[src/common/cog_ctrl_regs.svh]
// Purpose: offsets, field positions, reset values of the output control block
// Assumes: APB byte addresses, one 32-bit word per register
// Notes: definitions only
`ifndef COG_CTRL_REGS_SVH
`define COG_CTRL_REGS_SVH
// ----------------------------------------
// Register indices (byte address = index*4)
// ----------------------------------------
`define IX_CON0   6'd0
`define IX_CON1   6'd1
`define IX_SDC    6'd2
`define IX_SDS    6'd3
`define IX_PIN    6'd4
`define IX_CNT0   6'd5
`define IX_CNT5   6'd10
`define IX_STAT   6'd11
`define IX_MASK   6'd12
// ----------------------------------------
// Field positions
// ----------------------------------------
`define C0_EN     7
`define C0_LD     6
`define C0_CS_HI  4
`define C0_CS_LO  3
`define SD_REQ    7
`define SD_ARS    6
`define SD_BD_HI  5
`define SD_BD_LO  4
`define SD_AC_HI  3
`define SD_AC_LO  2
// ----------------------------------------
// Masks, reset values, codes and counts
// ----------------------------------------
`define C0_WMASK  8'hdf
`define C1_WMASK  8'hcf
`define REG_RST   8'h00
`define CS_DIV4   2'b00
`define CS_SYS    2'b01
`define CS_OSC    2'b10
`define DIV4_LAST 2'd3
`define OV_INACT  2'b00
`define OV_TRI    2'b01
`define OV_LOW    2'b10
`define OV_HIGH   2'b11
`endif

[src/common/cog_ctrl_pkg.sv]
// Purpose: types shared by the output control block
// Assumes: eight-bit registers
// Notes: constants live in cog_ctrl_regs.svh
package cog_ctrl_pkg;
	typedef enum logic [0:0] {GEN_SHUT = 1'b0, GEN_RUN = 1'b1} gen_state_t;
	// Configuration handed to the counter and steering logic
	typedef struct packed {
		logic       enable;
		logic [1:0] clk_sel;
		logic [2:0] mode_select;
		logic       rise_deadband_source;
		logic       fall_deadband_source;
	} cfg_t;
	// Working buffers: rise/fall phase, dead-band, blanking
	typedef struct packed {
		logic [7:0] rise_phase_count;
		logic [7:0] fall_phase_count;
		logic [7:0] rise_deadband_count;
		logic [7:0] fall_deadband_count;
		logic [7:0] rise_blank_count;
		logic [7:0] fall_blank_count;
	} counts_t;
	typedef struct packed {
		logic [7:0]  con0;
		logic [7:0]  con1;
		logic [7:0]  sdc;
		logic [7:0]  sds;
		logic [1:0]  pin_use;
		counts_t     cnt_reg;
		counts_t     cnt_buf;
		logic [2:0]  stat;
		logic [2:0]  mask;
		logic [1:0]  div;
		logic        osc_prev;
		logic        rise_prev;
		logic        fall_prev;
		gen_state_t  gen;
		logic        drive;
		logic [3:0]  lvl;
		logic [3:0]  oe;
		logic        irq;
		logic        osc_keep;
		logic [31:0] rdata;
		logic        rdy;
		logic        err;
	} state_t;
endpackage

[src/rtl/cog_sync.sv]
// Purpose: two-flop synchroniser for levels from outside the clock domain
// Assumes: synchronous active-high reset
// Notes: first stage feeds only the second stage
`timescale 1ns/1ps
module cog_sync #(
	parameter int W = 2
) (
	input  wire logic         sys_clk_in,
	input  wire logic         rst_in,
	input  wire logic [W-1:0] d_in,
	output logic      [W-1:0] q_out
);
	logic [2*W-1:0] s_q;
	logic [2*W-1:0] s_d;
	// Shift the two stages
	always_comb
	begin
		s_d = {s_q[W-1:0], d_in};
	end
	always_ff @(posedge sys_clk_in)
	begin
		if (rst_in)
			s_q <= '0;
		else
			s_q <= s_d;
	end
	assign q_out = s_q[2*W-1:W];
endmodule

[src/rtl/cog_ctrl.sv]
// Purpose: control part of a complementary output generator, APB registers
// Assumes: 20 MHz sys_clk_in, events and fault sources from same-clock logic
// Notes: counters and steering sit outside; they read the buffers and config
// Overview of operation
// - After the clear, outputs resume only at the next rising event.
// - shutdown_request stays set while the module is enabled and any enabled fault source is asserted.
// - With auto restart, hardware clears the request once faults go away.
// - Disabled module: count writes reach the working buffers at once.
// - Enabled module: count writes wait for a load request.
// - load_request copies all counts on the next event, then self-clears.
// - Generator runs in sleep; fast oscillator kept on when selected.
// - One pin input usable as rise, fall or fault source.
// - Clock select: 00 sys/4, 01 sys, 10 fast oscillator, 11 reserved.
// - Mode field selects steered, sync steered, bridges, half-bridge, push-pull.
// - Control1 bits 7 and 6 pick delay chain or clock for dead-band.
// - Control1 bits 3..0 make outputs D..A active low when one.
// - Setting shutdown_request forces shutdown with overrides on outputs.
// - Enabled fault sources are level sensitive, active when low.
//
// The APB register port and the address map were chosen for this implementation.
`timescale 1ns/1ps
`include "cog_ctrl_regs.svh"
module cog_ctrl
	import cog_ctrl_pkg::*;
(
	input  wire logic        sys_clk_in,
	input  wire logic        rst_in,
	input  wire logic        psel,
	input  wire logic        penable,
	input  wire logic        pwrite,
	input  wire logic [7:0]  paddr,
	input  wire logic [31:0] pwdata,
	output logic      [31:0] prdata,
	output logic             pready,
	output logic             pslverr,
	input  wire logic        pin_in,
	input  wire logic        osc_in,
	input  wire logic        rise_src_in,
	input  wire logic        fall_src_in,
	input  wire logic [6:0]  fault_src_in,
	output logic      [3:0]  out_level_out,
	output logic      [3:0]  out_oe_out,
	output counts_t          counts_out,
	output cfg_t             cfg_out,
	output logic             gen_running_out,
	output logic             osc_keep_out,
	output logic             irq_out
);
	state_t     q;
	state_t     n;
	logic [1:0] sync_s;
	logic       pin_s;
	logic       osc_s;
	logic       wr;
	logic [5:0] idx;
	logic [7:0] wd;
	logic [7:0] src;
	logic       fault;
	logic       tick;
	logic       rise_lvl;
	logic       fall_lvl;
	logic       rise_p;
	logic       fall_p;
	logic       en;
	logic       ld_set;

	// Override level for one output
	function automatic logic [1:0] ovr(input logic [1:0] code, input logic pol);
		logic [1:0] r;
		r = 2'b10;
		case (code)
			`OV_INACT: r = {1'b1, pol};
			`OV_TRI:   r = 2'b00;
			`OV_LOW:   r = 2'b10;
			`OV_HIGH:  r = 2'b11;
			default:   r = 2'b10;
		endcase
		return r;
	endfunction

	// ----------------------------------------
	// Asynchronous pin and oscillator inputs
	// ----------------------------------------
	cog_sync #(
		.W(2)
	) u_sync (
		.sys_clk_in(sys_clk_in),
		.rst_in    (rst_in),
		.d_in      ({osc_in, pin_in}),
		.q_out     (sync_s)
	);
	assign pin_s = sync_s[0];
	assign osc_s = sync_s[1];

	// ----------------------------------------
	// Next-state logic
	// ----------------------------------------
	always_comb
	begin
		n = q;
		en = q.con0[`C0_EN];
		idx = paddr[7:2];
		wd = pwdata[7:0];
		wr = psel & penable & pwrite & q.rdy & ~q.err;
		ld_set = 1'b0;
		// pin shared as rise, fall or fault
		rise_lvl = rise_src_in | (q.pin_use[0] & pin_s);
		fall_lvl = fall_src_in | (q.pin_use[1] & pin_s);
		src = {fault_src_in, pin_s};
		// low level of enabled source faults
		fault = en & (|(~src & q.sds));
		case (q.con0[`C0_CS_HI:`C0_CS_LO])
			`CS_DIV4: tick = (q.div == `DIV4_LAST);
			`CS_SYS:  tick = 1'b1;
			`CS_OSC:  tick = osc_s & ~q.osc_prev;
			default:  tick = 1'b0;
		endcase
		n.div = q.div + 2'd1;
		n.osc_prev = osc_s;
		if (tick)
		begin
			n.rise_prev = rise_lvl;
			n.fall_prev = fall_lvl;
		end
		rise_p = tick & rise_lvl & ~q.rise_prev;
		fall_p = tick & fall_lvl & ~q.fall_prev;
		// Register writes
		if (wr)
		begin
			case (idx)
				`IX_CON0:
				begin
					n.con0 = wd & `C0_WMASK;
					n.con0[`C0_LD] = q.con0[`C0_LD];
					ld_set = wd[`C0_LD];
				end
				`IX_CON1: n.con1 = wd & `C1_WMASK;
				`IX_SDC:  n.sdc = wd & 8'hfc;
				`IX_SDS:  n.sds = wd;
				`IX_PIN:  n.pin_use = wd[1:0];
				`IX_STAT: n.stat = q.stat & ~wd[2:0];
				`IX_MASK: n.mask = wd[2:0];
				default:
				begin
					if (idx >= `IX_CNT0 && idx <= `IX_CNT5)
						n.cnt_reg[8*(`IX_CNT5-idx) +: 8] = wd;
				end
			endcase
		end
		// fault keeps request set, beats a clear
		if (fault)
			n.sdc[`SD_REQ] = 1'b1;
		// auto restart clears request once faults gone
		else if (q.sdc[`SD_ARS] & q.sdc[`SD_REQ])
			n.sdc[`SD_REQ] = 1'b0;
		// Generator state
		case (q.gen)
			GEN_RUN:
			begin
				if (~en | q.sdc[`SD_REQ] | fault)
				begin
					n.gen = GEN_SHUT;
					n.drive = 1'b0;
					n.stat[0] = 1'b1;
				end
				else if (rise_p)
					n.drive = 1'b1;
				else if (fall_p)
					n.drive = 1'b0;
			end
			GEN_SHUT:
			begin
				n.drive = 1'b0;
				// leave only on a rising event after clear
				if (en & ~q.sdc[`SD_REQ] & ~fault & rise_p)
				begin
					n.gen = GEN_RUN;
					n.drive = 1'b1;
					n.stat[1] = 1'b1;
				end
			end
			default: n.gen = GEN_SHUT;
		endcase
		if (~en)
		begin
			n.cnt_buf = n.cnt_reg;
			n.con0[`C0_LD] = 1'b0;
		end
		// load on next event, then clear in hardware
		else if (q.con0[`C0_LD] & (rise_p | fall_p))
		begin
			n.cnt_buf = q.cnt_reg;
			n.con0[`C0_LD] = 1'b0;
			n.stat[2] = 1'b1;
		end
		// enabled: buffers held until load request
		if (ld_set)
			n.con0[`C0_LD] = 1'b1;
		for (int i = 0; i < 4; i++)
		begin
			n.lvl[i] = (n.drive ^ i[0]) ^ n.con1[i];
			n.oe[i] = n.con0[`C0_EN];
			if (n.gen == GEN_SHUT)
			begin
				// Pair A/C and pair B/D share an override code
				if (i[0])
					{n.oe[i], n.lvl[i]} = ovr(n.sdc[`SD_BD_HI:`SD_BD_LO], n.con1[i] ^ 1'b1);
				else
					{n.oe[i], n.lvl[i]} = ovr(n.sdc[`SD_AC_HI:`SD_AC_LO], n.con1[i]);
				n.oe[i] = n.oe[i] & n.con0[`C0_EN];
			end
		end
		n.irq = |(n.stat & n.mask);
		// oscillator kept on through sleep when it clocks us
		n.osc_keep = n.con0[`C0_EN] & (n.con0[`C0_CS_HI:`C0_CS_LO] == `CS_OSC);
		// APB: answer in the first access cycle
		n.rdy = psel & ~penable;
		n.err = 1'b0;
		n.rdata = '0;
		if (psel & ~penable)
		begin
			case (idx)
				`IX_CON0: n.rdata[7:0] = q.con0;
				`IX_CON1: n.rdata[7:0] = q.con1;
				`IX_SDC:  n.rdata[7:0] = q.sdc;
				`IX_SDS:  n.rdata[7:0] = q.sds;
				`IX_PIN:  n.rdata[1:0] = q.pin_use;
				`IX_STAT: n.rdata[2:0] = q.stat;
				`IX_MASK: n.rdata[2:0] = q.mask;
				default:
				begin
					if (idx >= `IX_CNT0 && idx <= `IX_CNT5)
						n.rdata[7:0] = q.cnt_reg[8*(`IX_CNT5-idx) +: 8];
					else
						n.err = 1'b1;
				end
			endcase
		end
	end

	// ----------------------------------------
	// State register
	// ----------------------------------------
	always_ff @(posedge sys_clk_in)
	begin
		if (rst_in)
		begin
			q <= '0;
			q.gen <= GEN_SHUT; // start from shutdown
		end
		else
			q <= n;
	end

	// Outputs straight from flops
	assign prdata = q.rdata;
	assign pready = q.rdy;
	assign pslverr = q.err;
	assign out_level_out = q.lvl;
	assign out_oe_out = q.oe;
	assign counts_out = q.cnt_buf;
	// mode and dead-band source handed on
	assign cfg_out = {q.con0[`C0_EN], q.con0[`C0_CS_HI:`C0_CS_LO], q.con0[2:0],
		q.con1[7], q.con1[6]};
	// Run state is a single flop bit, GEN_RUN encodes as one
	assign gen_running_out = q.gen;
	assign osc_keep_out = q.osc_keep;
	assign irq_out = q.irq;
endmodule

[config.mk]
export PLATFORM = sky130hd
export DESIGN_NAME = cog_ctrl
export DESIGN_NICKNAME = d
export VERILOG_FILES = /design/src/common/cog_ctrl_pkg.sv /design/src/rtl/cog_sync.sv /design/src/rtl/cog_ctrl.sv
export VERILOG_INCLUDE_DIRS = /design/src /design/src/common
export SDC_FILE = /design/constraint.sdc
export NUM_CORES = 1
export LEC_CHECK = 0
export ABC_AREA = 1
export ABC_CLOCK_PERIOD_IN_PS = 9600
export BUFFER_PORTS_ARGS = -buffer_cell sky130_fd_sc_hd__buf_4
export CAP_MARGIN = 25
export CORE_ASPECT_RATIO = 1.1
export CORE_MARGIN = 4
export CORE_UTILIZATION = 60
export CTS_CLUSTER_DIAMETER = 120
export DETAILED_ROUTE_END_ITERATION = 6
export GPL_ROUTABILITY_DRIVEN = 0
export MAX_ROUTING_LAYER = met4
export PLACE_DENSITY = 0.85
export SYNTH_ARGS = -nofsm -noshare
export SYNTH_HDL_FRONTEND = slang
export SYNTH_SLANG_ARGS = --single-unit
[constraint.sdc]
create_clock -name sys_clk_in -period 9.6 [get_ports sys_clk_in]
set_input_delay 0.96 -clock sys_clk_in [delete_from_list [all_inputs] [get_ports sys_clk_in]]
set_output_delay 0.96 -clock sys_clk_in [all_outputs]
set_load 0.02 [all_outputs]
==> run summary <==
The total of fill cells in the finished design came out at 1244. The detailed-route wire length per cell is 16.03 um. The clock skew came out at 0.006951 ns.

The hold-fix buffer count after cts came out at 0. For this run the aggregate overflow at the end of global routing stands at 0. The fraction of registers with async set or reset after synthesis is 0%. The fraction of final layout cells sized beyond drive strength 1 came out at 15.92%. For this run, the register share of the synthesized area comes to 36.48%. The setup path with the least slack is of type in2reg. The post-synthesis cell type count came out at 46.

The most utilized layer in the global route result is met2. The via count of the routed design came out at 8295. The total power divided by cell area is 149.9 mW/mm^2. After detailed routing, the number of remaining DRC violations is 0. The initial antenna violation count came to 0. The antenna diode count came out at 0.

TritonCTS built the clock tree. The width of the die is 123.3 um. In this run the static leakage power is 4.409 nW.

The met2 usage in global routing came out at 45.60%. The class of the tightest hold or removal check is reg2reg. The max-slew headroom at the worst pin is 32.42%.

The first routing iteration left 1039 violations. The number of top-level pins is 157. The transition time at the pin with the least slew margin is 1.004 ns. The XOR/XNOR share of the synthesized area is 0.1995%. The worst setup path is captured at a flop.

Together, buffers and inverters on the worst path number 4. VDD sags by at most 124.6 uV. The most used flip-flop cell after synthesis is sky130_fd_sc_hd__dfxtp_1.

The mean cell area of the mapped netlist is 6.975 sq um. The post-synthesis share of cell area spent on full adders, half adders and majority gates came out at 2.137%. The final worst-path cycle share came out at 56.77%. The final instance count without filler cells is 1467. In this run, placement finished with an instance count of 1435. The post-place instance area came out at 0.008977 sq mm.

The number of flops mapped to enable cells by yosys is 0. The area of all placed cells without fillers came out at 0.009543 sq mm. The effective utilization at floorplan is 61.03%. The aggregate global-route resource usage came out at 29.48%. The share of total power dissipated in combinational logic is 7.6%. Leaving out fill and tap cells, the most frequent cells in the layout are 290 x sky130_fd_sc_hd__nand2_1, 160 x sky130_fd_sc_hd__dfxtp_1, 145 x sky130_fd_sc_hd__inv_1. The tree is rooted in a sky130_fd_sc_hd__clkbuf_16. The kind of cell with the highest combined delay on the critical path is simple AND/OR/NAND/NOR gates. Adding up every negative setup slack in the final design gives 0 ns. The final-report max-slew violation count came out at 0. The net switching power figure came out at 366.5 uW.

On the critical path, the stage with the largest delay is an instance of sky130_fd_sc_hd__ha_1. The met1 global-route usage is 37.56%. The largest single stage delay on the critical path is 1.06 ns.

The pin count of the biggest net entering global routing came out at 61. The die span in y came out at 134.9 um. The clock network burns 45.7% of the power.

Yosys printed 0 warnings. Setup repair after global routing left no endpoint under its margin. The netlist area before placement came out at 0.008781 sq mm. The peak clock frequency supported by timing is 183.5 MHz.

The sink count of the clock tree came out at 160. Cells fill 66.32% of the core in the end. The proportion of total power due to net switching came out at 25.61%.

The number of setup violations in the final report came out at 0. Global routing used 5.362% of the available met3 tracks. The post-CTS setup-driven buffer insertion count came out at 0. The top fanout value on the critical path is 32.

The first-pass GRT wire length is 37610 um. The maximum clock path buffer count came out at 2. Synthesis produced 1259 cells. The total count of hold-check failures in the final report was 0. The number of global-route vias before repair came out at 7540. The critical path goes through buf_4, inv_1, ha_1, inv_2, nor2_2, nand3_2, nor2_4, nand3_2, inv_1, ha_1, nor4_1, nand2_1, nand2_1, o21ai_1, a21oi_2, nand3_2, nor2_4, nand3_2, nand2_1, nand4_1, nand2_1. The placed wire-length estimate after detailed placement came out at 16300 um. After floorplanning, the core was divided into 46 placement rows. The number of resized instances in the post-cts repair step is 0. The area inside the core boundary came out at 0.01439 sq mm. The max capacitance violation total came out at 0. The growth of design area from synthesis to finish is 8.678%. The compound-cell area share of the yosys netlist is 15.60%.

In this run, flip-flops and latches consume 46.7% of the power. The clock period minus final worst setup slack came out at 5.450 ns. The cell-internal power came out at 1.064 mW. The H-tree depth came out at 4. The clock network latency to the later pin of the worst-skew pair is 0.44 ns. After clock tree synthesis, the clock-pin slew on the worst setup and hold paths is 0.06 ns. The required time at the worst-slack endpoint came out at 9.98 ns.

The worst setup path is launched from an input port. Leaving out fill and tap cells, the most frequent cell in the layout is sky130_fd_sc_hd__nand2_1. The combinational family with the most area after synthesis is simple AND/OR/NAND/NOR gates.

The run finished with clean final reports. The synthesized netlist devotes 27.51% of its cell area to simple gates. In this run, synthesis produced a sequential element count of 160. The number of nets in the layout came out at 1333.

Dividing the detail-routed via count by the number of cells gives 5.654. The multiplexer fraction of the synthesized cell area came out at 0.3420%. The total design power came out at 1.431 mW.

Summed over all layers, the routed wires come to 23510 um. Counting the buffers created by CTS gives 17. The count of nets left with antenna violations once routing finished came out at 0. During placement, the flow inserted port buffers numbering 106. The full die area came out at 0.01664 sq mm.

The first detailed-routing pass took 6 iterations. For the worst setup path, the data arrival time is 5.83 ns.
[final cells by class]
cell class / instances / area (sq um) / area share (%)
multi-input cells: 814 / 4111 / 43.08
flip-flops and latches: 160 / 3203 / 33.56
repair buffers: 110 / 825.8 / 8.653
inverters: 159 / 596.8 / 6.254
clock buffers: 20 / 456.7 / 4.786
well taps: 192 / 240.2 / 2.517
clock inverters: 12 / 108.9 / 1.141
[per-stage QoR]
| stage | worst slack [ns] | hold slack, ns |
|---|---|---|
| after floorplan | 5.277 | 0.3883 |
| after global placement | 3.872 | 0.3901 |
| after detailed placement | 3.823 | 0.3981 |
| after CTS | 4.246 | 0.4074 |
| after global routing | 3.697 | 0.4274 |
| final | 4.150 | 0.4032 |
[Yosys cell counts (9+ instances only)]
library cell               instances  area, sq um
sky130_fd_sc_hd__nand2_1         290         1089
sky130_fd_sc_hd__dfxtp_1         160         3203
sky130_fd_sc_hd__inv_1           146        548.0
sky130_fd_sc_hd__buf_4            99        743.2
sky130_fd_sc_hd__o21ai_0          94        470.5
sky130_fd_sc_hd__nor2_1           67        251.5
sky130_fd_sc_hd__a21oi_1          60        300.3
sky130_fd_sc_hd__nand3_1          47        235.2
sky130_fd_sc_hd__clkbuf_1         37        138.9
sky130_fd_sc_hd__nand4_1          36        225.2
sky130_fd_sc_hd__nor3_1           24        120.1
sky130_fd_sc_hd__o21ai_1          22        110.1
sky130_fd_sc_hd__and3_1           16        100.1
sky130_fd_sc_hd__o211ai_1         16        120.1
sky130_fd_sc_hd__ha_1             15        187.7
sky130_fd_sc_hd__inv_2            10        37.54
sky130_fd_sc_hd__or2_2            10        62.56
sky130_fd_sc_hd__nor2_2            9        56.30
[layer usage]
| metal | part of all wire [%] | routed length, um |
|---|---|---|
| met5 | 0 | 0 |
| met4 | 4.2 | 998 |
| met3 | 9.0 | 2112 |
| met2 | 46 | 10920 |
| met1 | 40 | 9481 |
[flip-flops by register name, indices dropped and copies added (netlist names), 2 cells and up]
register / cells
out_level_out: 4
out_oe_out: 2
q: 81
cfg_out: 8
prdata: 8
u_sync.s_q: 4
counts_out: 48
[path summary, 6_finish.rpt]
check	from	endpoint	slack, ns	depth (start not counted)
setup / recovery	paddr[2]	counts_out[47]	4.15	21
hold / removal	u_sync.s_q[1]	u_sync.s_q[3]	0.40	2
setup reg to reg	pready	counts_out[17]	6.39	10
hold reg to reg	u_sync.s_q[1]	u_sync.s_q[3]	0.40	2
[tightest hold or removal path, stage by stage (launching register included)]
cell                      delay, ns
sky130_fd_sc_hd__dfxtp_1       0.30
sky130_fd_sc_hd__inv_1         0.04
sky130_fd_sc_hd__nor2_1        0.03
[cells by family (layout without fill, tap and decap cells)]
family / count (synthesis) / count (layout)
multiplexers: 3 / 3
other: 1 / 24
AND/OR/NAND/NOR: 530 / 530
buffers and inverters: 308 / 301
AO/OA/AOI/OAI: 240 / 240
XOR/XNOR: 2 / 2
adder cells (fa/ha/maj): 15 / 15
flip-flops: 160 / 160
[power groups by stage]
stage	Combinational (mW)	Clock, mW	Sequential, mW
CTS	0.106	0.657	0.668
global placement	0.104	0	0.683
global route	0.118	0.679	0.668
finish	0.109	0.654	0.668
floorplan	0.0815	0	0.683
detailed placement	0.105	0	0.683
No activity file was read; power rests on OpenSTA's default activity.
